**src/hw/sw_pkg.sv**
```systemverilog
package sw_pkg;
    localparam int NUM_OUT = 8;
    localparam int WORD_BITS = 16;
    localparam int MIN_FRAME_BITS = 16;
    localparam int FRAME_STEP_BITS = 8;
    localparam int CLK_FREQ_HZ = 25_000_000;
    localparam int FILTER_MIN_US = 100;
    localparam int FILTER_MAX_US = 300;
    // least figure of the window, cycles per microsecond rounded down
    localparam int FILTER_CYCLES =
        (FILTER_MIN_US * (CLK_FREQ_HZ / 1_000_000));
    localparam logic [7:0] OUT_OFF_RST = 8'h00;
    localparam logic [7:0] DET_OFF_RST = 8'h00;
    localparam logic [7:0] STATUS_PAD = 8'h00;

    typedef struct packed {
        logic [7:0] detect_en;
        logic [7:0] out_on;
    } command_t;

    typedef struct packed {
        logic [7:0] pad;
        logic [7:0] fault;
    } status_t;

    typedef enum logic [1:0] {
        ST_IDLE = 2'b00,
        ST_FRAME = 2'b01
    } link_state_t;
endpackage

```
**src/hw/octal_switch_spi_fault_logic.sv**
```systemverilog
`timescale 1ns/1ps
module octal_switch_spi_fault_logic
    import sw_pkg::*;
#(
    parameter int FILTER_COUNT = FILTER_CYCLES,
    parameter int FRAME_CNT_W = 8
) (
    input wire logic clock_in,
    input wire logic rst_n_in,
    input wire logic enable_in,
    input wire logic logic_supply_ok_in,
    input wire logic battery_overvoltage_in,
    input wire logic battery_undervoltage_in,
    input wire logic logic_undervoltage_in,
    input wire logic cs_n_in,
    input wire logic sclk_in,
    input wire logic mosi_in,
    input wire logic [7:0] open_load_cmp_in,
    input wire logic [7:0] short_fault_in,
    input wire logic [7:0] over_temp_in,
    output logic miso_out,
    output logic [7:0] drive_on_out,
    output logic [7:0] detect_current_out,
    output logic sleep_out
);
    // the counter must reach 16 and still see the step of 8
    if (FILTER_COUNT < 1 || FRAME_CNT_W < 5) begin : g_bad_params
        $error("bad parameters");
    end

    logic rst_a_ff, rst_b_ff;
    always_ff @(posedge clock_in or negedge rst_n_in) begin
        if (!rst_n_in) begin
            rst_a_ff <= 1'b0;
            rst_b_ff <= 1'b0;
        end else begin
            rst_a_ff <= 1'b1;
            rst_b_ff <= rst_a_ff;
        end
    end
    wire rst_n = rst_b_ff;

    // two-flop sync of all asynchronous inputs
    localparam int SW = 5 + 24;
    wire [SW-1:0] raw_in = {enable_in, logic_supply_ok_in,
        battery_overvoltage_in, battery_undervoltage_in,
        logic_undervoltage_in, open_load_cmp_in, short_fault_in, over_temp_in};
    logic [SW-1:0] s1_ff, s2_ff;
    logic [2:0] ps1_ff, ps2_ff;
    always_ff @(posedge clock_in or negedge rst_n) begin
        if (!rst_n) begin
            s1_ff <= '0;
            s2_ff <= '0;
            ps1_ff <= 3'b100;
            ps2_ff <= 3'b100;
        end else begin
            s1_ff <= raw_in;
            s2_ff <= s1_ff;
            ps1_ff <= {cs_n_in, sclk_in, mosi_in};
            ps2_ff <= ps1_ff;
        end
    end
    wire en_s = s2_ff[28];
    wire vdd_ok_s = s2_ff[27];
    wire ov_s = s2_ff[26];
    wire uv_s = s2_ff[25] | s2_ff[24];
    wire [7:0] olc_s = s2_ff[23:16];
    wire [7:0] sc_s = s2_ff[15:8];
    wire [7:0] ot_s = s2_ff[7:0];
    wire cs_s = ps2_ff[2];
    wire sclk_s = ps2_ff[1];
    wire mosi_s = ps2_ff[0];

    logic cs_d_ff, sclk_d_ff, uv_d_ff;
    wire sleep = !en_s || !vdd_ok_s;
    // under-voltage recovery acts as a fresh power-on
    wire soft_rst = sleep || uv_s;
    wire cs_fall = cs_d_ff && !cs_s;
    wire cs_rise = !cs_d_ff && cs_s;
    wire sclk_rise = !sclk_d_ff && sclk_s && !cs_s;
    wire sclk_fall = sclk_d_ff && !sclk_s && !cs_s;

    link_state_t state_ff;
    logic [15:0] rx_ff;
    logic [15:0] tx_ff;
    logic [FRAME_CNT_W-1:0] cnt_ff;
    command_t cmd_ff;
    logic [7:0] ol_latch_ff;
    logic [$clog2(FILTER_COUNT+1)-1:0] filt_ff;
    logic miso_ff;

    wire cnt_ok = (cnt_ff >= FRAME_CNT_W'(MIN_FRAME_BITS)) &&
        (cnt_ff[2:0] == 3'd0);
    wire filt_done = (filt_ff == '0);
    // open load counted only off, detection on, after filter
    wire [7:0] ol_now = olc_s & ~cmd_ff.out_on & cmd_ff.detect_en
        & {8{filt_done}};
    // short faults bypass detection enable
    wire [7:0] fault_now =
        ol_latch_ff | ol_now | sc_s | ot_s;
    status_t stat;
    assign stat.pad = STATUS_PAD;
    assign stat.fault = fault_now;
    // echo: after 16 bits the shift register feeds its own input out
    wire tx_in = rx_ff[15];

    always_ff @(posedge clock_in or negedge rst_n) begin
        if (!rst_n) begin
            cs_d_ff <= 1'b1;
            sclk_d_ff <= 1'b0;
            uv_d_ff <= 1'b0;
        end else begin
            cs_d_ff <= cs_s;
            sclk_d_ff <= sclk_s;
            uv_d_ff <= uv_s;
        end
    end

    always_ff @(posedge clock_in or negedge rst_n) begin
        if (!rst_n) begin
            state_ff <= ST_IDLE;
            rx_ff <= '0;
            tx_ff <= '0;
            cnt_ff <= '0;
            miso_ff <= 1'b0;
        end else if (cs_fall) begin
            state_ff <= ST_FRAME;
            tx_ff <= {stat[14:0], 1'b0};
            miso_ff <= stat[15];
            cnt_ff <= '0;
        end else if (state_ff == ST_FRAME && cs_rise) begin
            state_ff <= ST_IDLE;
        end else if (state_ff == ST_FRAME && sclk_rise) begin
            rx_ff <= {rx_ff[14:0], mosi_s};
            if (cnt_ff != '1) begin
                cnt_ff <= cnt_ff + 1'b1;
            end
        end else if (state_ff == ST_FRAME && sclk_fall) begin
            miso_ff <= (cnt_ff >= FRAME_CNT_W'(WORD_BITS)) ?
                tx_in : tx_ff[15];
            tx_ff <= {tx_ff[14:0], 1'b0};
        end
    end
    always_ff @(posedge clock_in or negedge rst_n) begin
        if (!rst_n) begin
            cmd_ff <= {DET_OFF_RST, OUT_OFF_RST};
        end else if (soft_rst) begin
            cmd_ff <= {DET_OFF_RST, OUT_OFF_RST};
        end else if (state_ff == ST_FRAME && cs_rise && cnt_ok) begin
            // bits 0-7 drive, 8-15 detect currents
            cmd_ff <= rx_ff;
        end
    end

    always_ff @(posedge clock_in or negedge rst_n) begin
        if (!rst_n) begin
            filt_ff <= '0;
        end else if (state_ff == ST_FRAME && cs_rise) begin
            filt_ff <= $bits(filt_ff)'(FILTER_COUNT);
        end else if (!filt_done) begin
            filt_ff <= filt_ff - 1'b1;
        end
    end

    // a frame start is the read; new events that cycle still stick
    always_ff @(posedge clock_in or negedge rst_n) begin
        if (!rst_n) begin
            ol_latch_ff <= '0;
        end else if (soft_rst) begin
            ol_latch_ff <= '0;
        end else if (cs_fall) begin
            ol_latch_ff <= ol_now;
        end else begin
            ol_latch_ff <= ol_latch_ff | ol_now;
        end
    end

    // thermal shutdown per output; command kept so output retries
    wire [7:0] drive = cmd_ff.out_on & ~ot_s & {8{!ov_s}};

    logic [7:0] drive_ff, det_ff;
    logic sleep_ff;
    always_ff @(posedge clock_in or negedge rst_n) begin
        if (!rst_n) begin
            drive_ff <= '0;
            det_ff <= '0;
            sleep_ff <= 1'b1;
        end else begin
            drive_ff <= soft_rst ? 8'h00 : drive;
            det_ff <= soft_rst ? 8'h00 : cmd_ff.detect_en;
            sleep_ff <= sleep;
        end
    end
    assign drive_on_out = drive_ff;
    assign detect_current_out = det_ff;
    assign sleep_out = sleep_ff;
    assign miso_out = miso_ff;

    a_sleep_clears: assert property (@(posedge clock_in) disable iff (!rst_n)
        soft_rst |=> (cmd_ff == '0) ##1 (drive_on_out == 8'h00))
        else $error("sleep did not clear state");
    a_bad_frame_kept: assert property (@(posedge clock_in) disable iff (!rst_n)
        (state_ff == ST_FRAME && cs_rise && !cnt_ok && !soft_rst)
        |=> $stable(cmd_ff))
        else $error("bad frame changed command");
    a_good_frame_apply: assert property (@(posedge clock_in)
        disable iff (!rst_n)
        (state_ff == ST_FRAME && cs_rise && cnt_ok && !soft_rst)
        |=> cmd_ff == $past(rx_ff))
        else $error("command not applied");
    a_ov_all_off: assert property (@(posedge clock_in) disable iff (!rst_n)
        ov_s |=> drive_on_out == 8'h00)
        else $error("overvoltage left output on");
    a_ot_one_off: assert property (@(posedge clock_in) disable iff (!rst_n)
        (ot_s[0] && !soft_rst) |=> !drive_on_out[0])
        else $error("overtemp output stayed on");
    a_filter_masks: assert property (@(posedge clock_in) disable iff (!rst_n)
        !filt_done |-> ol_now == 8'h00)
        else $error("open load seen during filter");
    a_short_reported: assert property (@(posedge clock_in)
        disable iff (!rst_n)
        sc_s[0] |-> stat.fault[0] && stat.pad == 8'h00)
        else $error("short not reported");
    a_ol_latched: assert property (@(posedge clock_in) disable iff (!rst_n)
        (ol_now[0] && !soft_rst && !cs_fall) |=> ol_latch_ff[0])
        else $error("open load not latched");
    a_status_load: assert property (@(posedge clock_in) disable iff (!rst_n)
        cs_fall |=> miso_out == 1'b0)
        else $error("status pad bit not zero");
    a_det_follows: assert property (@(posedge clock_in) disable iff (!rst_n)
        1'b1 |=> detect_current_out == ($past(soft_rst) ? 8'h00 :
        $past(cmd_ff.detect_en)))
        else $error("detection current wrong");
    a_drive_follows: assert property (@(posedge clock_in) disable iff (!rst_n)
        1'b1 |=> drive_on_out == ($past(soft_rst) ? 8'h00 :
        $past(drive)))
        else $error("drive does not follow command");
    a_sleep_flag: assert property (@(posedge clock_in) disable iff (!rst_n)
        1'b1 |=> sleep_out == $past(sleep))
        else $error("sleep flag wrong");
    a_uv_all_off: assert property (@(posedge clock_in) disable iff (!rst_n)
        uv_s |=> drive_on_out == 8'h00)
        else $error("undervoltage left output on");
    a_count_clear: assert property (@(posedge clock_in) disable iff (!rst_n)
        cs_fall |=> cnt_ff == '0)
        else $error("frame count not cleared");
    a_filter_start: assert property (@(posedge clock_in) disable iff (!rst_n)
        (state_ff == ST_FRAME && cs_rise) |=> !filt_done)
        else $error("filter not started");
    a_frame_end: assert property (@(posedge clock_in) disable iff (!rst_n)
        (state_ff == ST_FRAME && cs_rise && !cs_fall)
        |=> state_ff == ST_IDLE)
        else $error("frame not closed");
    a_echo_bit: assert property (@(posedge clock_in) disable iff (!rst_n)
        (state_ff == ST_FRAME && sclk_fall && !cs_fall &&
        cnt_ff >= FRAME_CNT_W'(WORD_BITS))
        |=> miso_out == $past(rx_ff[15]))
        else $error("echo bit wrong");
    a_status_shift: assert property (@(posedge clock_in) disable iff (!rst_n)
        (state_ff == ST_FRAME && sclk_fall && !cs_fall &&
        cnt_ff < FRAME_CNT_W'(WORD_BITS))
        |=> miso_out == $past(tx_ff[15]))
        else $error("status bit wrong");
    a_latch_reset: assert property (@(posedge clock_in) disable iff (!rst_n)
        soft_rst |=> ol_latch_ff == 8'h00)
        else $error("open load latch kept in sleep");
    a_ol_only_off: assert property (@(posedge clock_in) disable iff (!rst_n)
        1'b1 |-> (ol_now & cmd_ff.out_on) == 8'h00)
        else $error("open load seen on driven output");
    a_pad_zero: assert property (@(posedge clock_in) disable iff (!rst_n)
        1'b1 |-> stat.pad == 8'h00)
        else $error("status pad not zero");
endmodule

```
**config.mk**
```make
export PLATFORM = sky130hd
export DESIGN_NAME = octal_switch_spi_fault_logic
export DESIGN_NICKNAME = d
export VERILOG_FILES = /design/src/hw/sw_pkg.sv /design/src/hw/octal_switch_spi_fault_logic.sv
export SDC_FILE = /design/constraint.sdc
export NUM_CORES = 1
export LEC_CHECK = 0
export BUFFER_PORTS_ARGS = -buffer_cell sky130_fd_sc_hd__buf_4
export CELL_PAD_IN_SITES_DETAIL_PLACEMENT = 0
export CELL_PAD_IN_SITES_GLOBAL_PLACEMENT = 1
export CORE_MARGIN = 4
export CORE_UTILIZATION = 43
export DETAILED_ROUTE_END_ITERATION = 16
export PLACE_DENSITY = 0.8
export SLEW_MARGIN = 15
export SYNTH_ARGS = -nofsm -noshare
export SYNTH_HDL_FRONTEND = slang
export SYNTH_SLANG_ARGS = --single-unit
```
**constraint.sdc**
```tcl
create_clock -name clock_in -period 4.9 [get_ports clock_in]
set_clock_uncertainty 0.1 [all_clocks]
set_input_delay 0 -clock clock_in [delete_from_list [all_inputs] [get_ports clock_in]]
set_output_delay 0 -clock clock_in [all_outputs]
set_load 0.1 [all_outputs]
```
==> results of run 1 <==
[cells by family after synthesis]
kind of cell    count (synthesis)  share of synthesized area, %
compound gates                 71                         9.742
xor+xnor                        8                         1.223
fa+ha+maj                       5                         1.049
buf+inv                        33                         2.665
flops                         162                         70.86
mux                             3                        0.5461
other cells                     1                       0.06547
simple gates                  148                         13.85
[flip-flops by register name, indices dropped and copies added (netlist names)]
name	cells
cmd_ff	16
cnt_ff	8
cs_d_ff	1
detect_current_out	8
drive_on_out	8
filt_ff	12
miso_out	1
ol_latch_ff	8
ps1_ff	3
ps2_ff	3
rst_a_ff	1
rst_b_ff	1
rx_ff	16
s1_ff	29
s2_ff	29
sclk_d_ff	1
sleep_out	1
state_ff	1
tx_ff	15
[cells in the mapped netlist (all sizes together)]
cell type  number  area [um2]
nor3            9       50.05
xor2            5       43.79
dfstp           4       105.1
a22o           24       230.2
o2111ai         2       17.52
mux2i           2       20.02
nor4           11       90.08
o31ai          10       75.07
o22ai           3       18.77
inv            15       56.30
a21oi          14       70.07
nand4           2       12.51
or2             3       18.77
nor2           12       45.04
dfrtp         158        3954
and3b           1       8.760
nor3b          10       75.07
o31a            1       10.01
nand4b          8       70.07
maj3            1       10.01
nand2          67       254.0
clkbuf         12       45.04
nand2b          3       18.77
or3             3       18.77
and2            8       50.05
o21ai           1       5.000
and4            2       17.52
o211ai          7       52.55
nand3           3       15.01
nand4bb         1       11.26
buf             6       51.30
ha              4       50.05
nor2b           1       6.260
a41o            1       10.01
a211oi          1       7.510
or3b            1       8.760
or4             3       22.52
conb            1       3.750
mux2            1       11.26
o311ai          1       8.760
xnor2           3       26.28
a221oi          6       52.55
[power groups by stage]
stage	clock network, mW	registers, mW	logic (mW)
after global routing	1.40	1.53	0.281
after detailed placement	0	1.54	0.227
final	1.31	1.52	0.247
after CTS	1.34	1.52	0.249
after floorplan	0	1.54	0.150
after global placement	0	1.54	0.217
[metal layers]
metal | up-vias | track usage [%]
li1 | 1690 | -
met2 | 67 | 25.45
met3 | 13 | 4.849
met4 | 0 | 6.920
met5 | - | 0
met1 | 1846 | 22.46
[final cells by class]
class | count | area [um2]
fill | 1057 | 5635
timing repair buffer | 88 | 745.7
clock inverter | 13 | 150.1
inverter | 15 | 56.30
tap | 172 | 215.2
clock buffer | 19 | 442.9
multi-input combinational | 236 | 1516
sequential | 162 | 4063
[through the flow]
stage / power (mW) / hold WS (ns) / util (%) / cell area [um2] / setup slack [ns]
after floorplan: 1.686 / -0.3956 / - / 5729 / 2.123
after detailed placement: 1.766 / -0.3156 / 48.78 / 6256 / 2.652
after CTS: 3.110 / 0.09601 / 56.06 / 7189 / 2.627
after global placement: 1.754 / -0.3176 / 48.78 / 6256 / 2.742
final: 3.077 / 0.1185 / 56.06 / 7189 / 2.614
after global routing: 3.216 / 0.1016 / 56.06 / 7189 / 2.489
[timing repair]
item	4_1_cts	5_1_grt
endpoints found under the hold margin	34	0
endpoints found under the setup margin	0	0
hold buffers	34	0
[path summary, 6_finish.rpt]
kind                                        from         end  slack [ns]  depth (start not counted)
min                        logic_undervoltage_in   s1_ff[24]        0.12                          2
max reg2reg                            ps2_ff[2]   cmd_ff[0]        2.61                          4
min in group asynchronous               rst_b_ff    s2_ff[8]        0.28                          0
max                                    ps2_ff[2]   cmd_ff[0]        2.61                          4
min reg2reg                             s1_ff[5]    s2_ff[5]        0.25                          0
max in group asynchronous               rst_b_ff  filt_ff[7]        3.24                          1
[cells in the final DEF, fill, tap and decap left out, types with 4 or more instances in the layout]
cell           count
dfrtp_1          157
nand2_1           66
buf_4             54
dlygate4sd3_1     34
clkbuf_16         17
a22o_2            16
inv_1             15
a21oi_1           14
nor2_1            12
nor3b_1           10
o31ai_1           10
nor4_1             9
nor3_1             8
and2_1             8
nand4b_1           8
a22o_1             8
o211ai_1           7
a221oi_1           6
xor2_1             5
ha_1               4
dfstp_2            4
==> summary.md, run 1 <==
| Metric | Value |
|---|---|
| Outcome | completed |
| Die height | 123.4 um |
| Post-Syn Instances | ~430 |
| Routed length on met2 | about 5600 um |
| WP data arrival | 2.54 ns |
| Layout overhead on the synthesized area | 25.51% |
| #FFs+latches synth | 162 |
| Synth Area per Inst | between 10 and 15 um2 |
| Crit-path max FO | 16 |
| GR Util All Layers | 16.67% |
| H-tree depth | 4 |
| First-pass GRT wire length | 18990 um |
| Routed WL | 11320 um |
| Crit path max-delay family | simple AND/OR/NAND/NOR gates |
| Vias post-DR | 3616 |
| Critical Path Start Type | flop |
| Netlist cell types | 50 |
| Worst Tran Pin Value | 1.067 ns |
| # IOs | 52 |
| Maximum VDD drop | 0.3200 mV |
| Wire length per cell | 16.06 um |
| MaxCap Viol Count | 0 |
| Input/output buffers | 51 |
| Hold Fails Final Rpt | 0 |
| Yosys warns | 0 |
| DRT iter0 DRCs | 263 |
| Final std cells w/o fill | 705 |
| Setup CP Type | flop to flop |
| Number of remaining DRC errors | 0 |
| CTS tree | yes |
| Clock Sinks | roughly 160 |
| Max Buffers Root-to-Sink | 2 |
| Setup-failing EPs final | 0 |
| Core area | about 0.013 mm2 |
| Die area | 0.01523 mm2 |
| Final Slew Violations | 0 |
| Setup bufs post-CTS | 0 |
| CP max stage cell | nor4_4 |
| Dpl hpwl | 7371 um |
| Sw frac | 24.53% |
| Routability congestion estimate | roughly 0.8 |
| Placed insts | 639 |
| Pwr dens | roughly 430 mW/mm2 |
| Minimum clock period | ~2.3 ns |
| CP cell instances | nand2_1, or2_0, nor4_4, a22o_2 |
| First-pass DRT Iterations | 4 |
| GRT overflow | 0 |
| Initial core utilization | 44.66% |
| Vias in the first global route | 3702 |
| Critical Path Max Stage Delay | around 0.8 ns |
| Clk slew on worst S/H paths | 0.06 ns |
| Total nets after synthesis | ~470 |
| Largest net degree at the start of global routing | around 60 |
| Clock latency on the worst-skew pair | approximately 0.42 ns |
| Combinational group share of total power | 8.0% |
| Critical Path RT | 5.16 ns |
| Buf+Inv Stages, Crit Path | 0 |
| Slew HR | 28.61% |
| Register area share after synthesis | approximately 70% |
| Met3 wire len | 413 um |
| Highest routed layer | met4 |
| Hold Crit Class | primary input to flop |
| Final period util | 46.66% |
| Antenna violations before repair | 0 |
| Post-Route M1 WL | 5183 um |
| Nets | 558 |
| Rows | 41 |
| Post-CTS resize count | 0 |
| Mapped Area | around 0.0057 mm2 |
| Power share of the sequential group | between 40 and 50% |
| RSZ-0062 raised after global routing | no |
| Leak | 3.299 nW |
| Via-per-instance ratio | 5.129 |
| Fraction of layout cells with a size suffix above 1 | 21.39% |
| CP Capture Type | flop |
| Antenna cells | 0 |
| Int Pwr | 2.322 mW |
| Clock power share | a little over two fifths |
| F_max | 0.4374 GHz |
| TNS Setup | 0 ns |
| Net Sw Power | ~0.75 mW |
| Die Wd | 123.4 um |
| CTS Buf Count | 17 |
| ANT nets after route | 0 |
| Root buf cell | clkbuf_16 |
(Power assumes the default switching activity.)
==> inputs of run 2 (changes only) <==
==> constraint.sdc (replaced) <==
create_clock -name clock_in -period 1.9 [get_ports clock_in]
set_clock_uncertainty 0.1 [all_clocks]
set_input_delay 0 -clock clock_in [delete_from_list [all_inputs] [get_ports clock_in]]
set_output_delay 0 -clock clock_in [all_outputs]
set_load 0.1 [all_outputs]
==> summary.md, run 2 (synthesis results as in run 1) <==
| Metric | Value |
|---|---|
| Outcome | completed |
| Setup CP Type | flop to flop |
| Most frequent cells in the layout | dfrtp_1, buf_4, nand2_1, dlygate4sd3_1, clkbuf_16 |
| Minimum clock period | 1.830 ns (-0.4562 ns) |
| Hold Fails Final Rpt | 0 (unchanged) |
| Worst Setup SP | ps2_ff[2] |
| Largest net degree at the start of global routing | 41 (-33%) |
| Fraction of layout cells with a size suffix above 1 | 28.37% (+7.0 points) |
| Maximum VDD drop | 0.6948 mV (+120%) |
| Vias post-DR | 3743 (+3.5%) |
| Slew HR | 54.31% (+26 points) |
| Initial core utilization | 44.66% (unchanged) |
| Root buf cell | clkbuf_16 |
| Clock Sinks | 162 (unchanged) |
| Setup-failing EPs final | 0 (unchanged) |
| Core area | 0.01282 mm2 (unchanged) |
| Die Wd | 123.4 um (unchanged) |
| Rows | 41 (unchanged) |
| Net Sw Power | 2.055 mW (+170%) |
| Clock latency on the worst-skew pair | 0.42 ns (about the same) |
| WP data arrival | 2.03 ns (-0.51 ns) |
| CTS tree | yes |
| GRT overflow | 0 (unchanged) |
| CP Capture Type | flop |
| Int Pwr | 6.026 mW (+160%) |
| Max Buffers Root-to-Sink | 2 (unchanged) |
| Final Power | 8.081 mW (+160%) |
| Pwr dens | 1069 mW/mm2 (+150%) |
| First-pass DRT Iterations | 5 (+1) |
| Final period util | 96.32% (+50 points) |
| Antenna cells | 0 (unchanged) |
| # IOs | 52 (unchanged) |
| Reg-to-Reg Start | ps2_ff[2] |
| Worst Tran Pin Value | 0.6846 ns (-0.3824 ns) |
| CTS Buf Count | 17 (unchanged) |
| MaxCap Viol Count | 0 (unchanged) |
| Clock power share | 41.1% (-1.6 points) |
| H-tree depth | 4 (unchanged) |
| Via-per-instance ratio | 5.086 (-0.85%) |
| Dpl hpwl | 7658 um (+3.9%) |
| Routability congestion estimate | 0.8097 (+1.5%) |
| Vias in the first global route | 3936 (+6.3%) |
| First-pass GRT wire length | 19630 um (+3.4%) |
| Routed WL | 11780 um (+4.0%) |
| Sw frac | 25.43% (+0.90 points) |
| DRT iter0 DRCs | 329 (+25%) |
| Worst setup margin | 0.06995 ns (-2.544 ns) |
| Top flop regs | s1_ff x29, s2_ff x29 |
| F_max | 0.5464 GHz (+25%) |
| Crit-path max FO | 16 (unchanged) |
| Critical Path Start Type | flop |
| Combinational group share of total power | 10.7% (+2.7 points) |
| Input/output buffers | 51 (unchanged) |
| Most common cell after layout, fill and taps aside | dfrtp_1 |
| Hold Crit Class | primary input to flop |
| Power share of the sequential group | 48.2% (-1.1 points) |
| GR Util All Layers | 16.99% (+0.32 points) |
| Layout overhead on the synthesized area | 31.91% |
| Leak | 3.483 nW (+5.6%) |
| Critical Path RT | 2.10 ns (-3.06 ns) |
| Min-delay src | enable_in |
| Clk slew on worst S/H paths | 0.07 ns (about the same) |
| Final Slew Violations | 0 (unchanged) |
| Die height | 123.4 um (unchanged) |
| Antenna violations before repair | 0 (unchanged) |
| ANT nets after route | 0 (unchanged) |
| Wire length per cell | 16.00 um (-0.35%) |
| Number of remaining DRC errors | 0 (unchanged) |
| Setup slack after placement | -0.2014 ns (-2.853 ns) |
| Die area | 0.01523 mm2 (unchanged) |
| RSZ-0062 raised after global routing | yes |
| Nets | 589 (+5.6%) |
[run 2: cell types whose count changed in the layout (fill, tap and decap cells not counted), sizes merged]
cell,change
buf,+31
bufinv,-1
clkbuf,-1
clkinv,-1
clkinvlp,-1
inv,+4
[run 2: path summary, 6_finish.rpt]
path | end | slack [ns] | cells after the start
min reg2reg | s1_ff[20] | 0.19 | 0
max | cmd_ff[6] | 0.07 | 4
max in group asynchronous | s2_ff[9] | 0.81 | 1
min in group asynchronous | s1_ff[20] | 0.19 | 0
min | s1_ff[28] | 0.12 | 2
max reg2reg | cmd_ff[6] | 0.07 | 4
[run 2: power groups by stage]
stage / clock [mW] / sequential, mW / combinational [mW]
after floorplan: 0 / 3.96 / 0.386
after global placement: 0 / 3.93 / 0.727
after detailed placement: 0 / 3.94 / 0.759
after CTS: 3.39 / 3.88 / 0.822
after global routing: 3.55 / 3.92 / 0.971
final: 3.32 / 3.89 / 0.865
[run 2: through the flow]
stage | setup TNS (ns) | util (%) | cells | cell area, um2 | hold slack, ns
4_1_cts | 0 | 58.15 | 735 | 7457 | 0.1065
2_1_floorplan | 0 | - | 431 | 5732 | -0.3956
3_5_place_dp | -4.519 | 50.77 | 668 | 6511 | -0.3151
6_report | 0 | 58.92 | 736 | 7556 | 0.1194
3_3_place_gp | -3.370 | 50.77 | 668 | 6511 | -0.3174
5_1_grt | -0.03780 | 58.92 | 736 | 7556 | 0.1144
[run 2: worst max-delay path: stages (launching register included)]
cell	delay (ns)
dfstp_2	0.54
nand2_1	0.06
or2_0	0.30
o31a_4	0.48
a22o_2	0.23
[run 2: layout make-up]
class                   count  area (um2)
fillers                  1000        5269
flip-flops and latches    162        4063
multi-input cells         236        1613
repair buffers            119        1028
clock buffers              18       439.2
well taps                 172       215.2
clock inverters            14       141.4
inverters                  15       56.30
[run 2: metal layers]
layer,vias up,part of all wire [%],global-route usage (%)
li1,1751,-,-
met2,97,49,25.76
met3,14,5.1,5.032
met4,0,1.6,6.574
met1,1881,45,23.20
met5,-,0,0
[run 2: timing repair]
action | 4_1_cts | 5_1_grt
endpoints found under the setup margin | 49 | 42
gates resized for setup | 3 | 16
pin swaps | 1 | 5
hold buffers | 34 | 0
endpoints found under the hold margin | 34 | 0
setup buffers | 1 | 1
==> inputs of run 3 (changes only) <==
--- a/config.mk
+++ b/config.mk
@@ -8,10 +8,11 @@
 export BUFFER_PORTS_ARGS = -buffer_cell sky130_fd_sc_hd__buf_4
 export CELL_PAD_IN_SITES_DETAIL_PLACEMENT = 0
 export CELL_PAD_IN_SITES_GLOBAL_PLACEMENT = 1
+export CORE_ASPECT_RATIO = 0.75
 export CORE_MARGIN = 4
-export CORE_UTILIZATION = 43
+export CORE_UTILIZATION = 35
 export DETAILED_ROUTE_END_ITERATION = 16
-export PLACE_DENSITY = 0.8
+export PLACE_DENSITY = 0.68
 export SLEW_MARGIN = 15
 export SYNTH_ARGS = -nofsm -noshare
 export SYNTH_HDL_FRONTEND = slang
==> summary.md, run 3 (synthesis results as in run 1) <==
| Metric | Value |
|---|---|
| Outcome | completed |
| Max Buffers Root-to-Sink | 2 (unchanged) |
| Clk slew on worst S/H paths | 0.06 ns (about the same) |
| Clock Sinks | 162 (unchanged) |
| Worst Tran Pin Value | 0.7451 ns (+0.06054 ns) |
| WP data arrival | 2.13 ns (+0.10 ns) |
| First-pass GRT wire length | 20250 um (+3.2%) |
| Vias in the first global route | 3928 (-0.20%) |
| Die height | 118.8 um (-3.7%) |
| Worst setup margin | 0.001669 ns (-0.06828 ns) |
| Rows | 40 (-2.4%) |
| Largest net degree at the start of global routing | 65 (+59%) |
| Setup-failing EPs final | 0 (unchanged) |
| Final period util | 99.91% (+3.6 points) |
| Fraction of layout cells with a size suffix above 1 | 29.23% (+0.86 points) |
| Most frequent cells in the layout | dfrtp_1, buf_4, nand2_1, dlygate4sd3_1, clkbuf_16 |
| Top flop regs | s1_ff x29, s2_ff x29 |
| Final Slew Violations | 0 (unchanged) |
| R2R Setup Slk | 0.002 ns (-0.07 ns) |
| Slew HR | 50.27% (-4.0 points) |
| Worst Setup SP | filt_ff[0] |
| Pwr dens | 1062 mW/mm2 (-0.65%) |
| Setup slack after placement | -0.2521 ns (-0.05069 ns) |
| Reg2reg path depth | 6 (+2) |
| Setup CP Type | flop to flop |
| Hold Fails Final Rpt | 0 (unchanged) |
| Clock latency on the worst-skew pair | 0.42 ns (about the same) |
| Leak | 3.502 nW (+0.53%) |
| Vias post-DR | 3713 (-0.80%) |
| Initial core utilization | 35.77% (-8.9 points) |
| Number of remaining DRC errors | 0 (unchanged) |
| Via-per-instance ratio | 4.772 (-6.2%) |
| Die area | 0.01850 mm2 (+21%) |
| Critical path endpoint | tx_ff[4] |
| F_max | 0.5268 GHz (-3.6%) |
| Dpl hpwl | 7790 um (+1.7%) |
| Routability congestion estimate | 0.7678 (-5.2%) |
| RSZ-0062 raised after global routing | yes |
| CTS tree | yes |
| Hold Crit Class | flop to asynchronous set/reset pin |
| Most common cell after layout, fill and taps aside | dfrtp_1 |
| Antenna violations before repair | 0 (unchanged) |
| Worst reg2reg path endpoint | tx_ff[4] |
| ANT nets after route | 0 (unchanged) |
| Nets | 593 (+0.68%) |
| Final Power | 8.135 mW (+0.67%) |
| CTS Buf Count | 17 (unchanged) |
| Antenna cells | 0 (unchanged) |
| Core area | 0.01602 mm2 (+25%) |
| Crit-path max FO | 5 (-11) |
| First-pass DRT Iterations | 4 (-1) |
| Die Wd | 155.7 um (+26%) |
| MaxCap Viol Count | 0 (unchanged) |
| Minimum clock period | 1.898 ns (+0.06828 ns) |
| Layout overhead on the synthesized area | 33.66% |
| # IOs | 52 (unchanged) |
| GRT overflow | 0 (unchanged) |
| GR Util All Layers | 14.11% (-2.9 points) |
| Post-Route Utilization | 47.80% (-11 points) |
| Wire length per cell | 15.70 um (-1.9%) |
| H-tree depth | 4 (unchanged) |
| Root buf cell | clkbuf_16 |
| Maximum VDD drop | 0.7123 mV (+2.5%) |
| CP Capture Type | flop |
| Critical Path RT | 2.13 ns (+0.03 ns) |
| Routed WL | 12210 um (+3.7%) |
| Input/output buffers | 51 (unchanged) |
| Critical Path Start Type | flop |
| Reg-to-Reg Start | filt_ff[0] |
| DRT iter0 DRCs | 213 (-35%) |
| Min Hold Slack | 0.01487 ns (-0.1045 ns) |
## run 3: critical path, cell delays in order, from the launching register on
cell      delay (ns)
dfrtp_1         0.41
inv_2           0.09
ha_4            0.13
nor3b_4         0.31
and4_4          0.37
nand4b_1        0.17
a221oi_2        0.24
## run 3: worst min-delay path by stage
stage / endpoint / slack (ns) / cells after the start
finish: detect_current_out[4] / 0.01 / 0
CTS: detect_current_out[4] / 0.02 / 0
global route: detect_current_out[4] / 0.02 / 0
floorplan: rst_a_ff / -0.40 / 0
global placement: rst_a_ff / -0.31 / 1
detailed placement: rst_a_ff / -0.31 / 1
## run 3: stage by stage
stage | TNS [ns] | std cells | cell area (um2)
CTS | -0.02311 | 774 | 7570
global placement | -5.896 | 705 | 6576
finish | 0 | 778 | 7656
floorplan | 0 | 431 | 5732
detailed placement | -6.872 | 705 | 6576
global route | -0.2945 | 778 | 7656
## run 3: repair_timing
item,4_1_cts,5_1_grt
endpoints found under the setup margin,51,28
gates resized for setup,11,11
pin swaps,2,15
hold buffers,34,0
endpoints found under the hold margin,34,0
gates cloned,1,0
setup buffers,2,4
## run 3: where the power goes
part           leakage [nW]  internal, mW  switching [mW]  total [mW]
registers              2.04          3.69           0.174        3.87
logic                  1.19         0.468           0.475       0.942
clock network         0.280          1.90            1.42        3.32
## run 3: final cells by class
type | count | area, um2
well taps | 210 | 262.8
repair buffers | 122 | 1064
flip-flops and latches | 162 | 4063
clock inverters | 12 | 122.6
inverters | 15 | 56.30
fillers | 1409 | 8359
multi-input cells | 237 | 1632
clock buffers | 20 | 456.7
## run 3: metal layers
layer / global-route usage [%] / up-vias / part of all wire (%)
met2: 20.30 / 71 / 45
met3: 4.392 / 12 / 3.7
li1: - / 1768 / -
met4: 4.975 / 0 / 1.5
met5: 0 / - / 0
met1: 20.18 / 1862 / 49
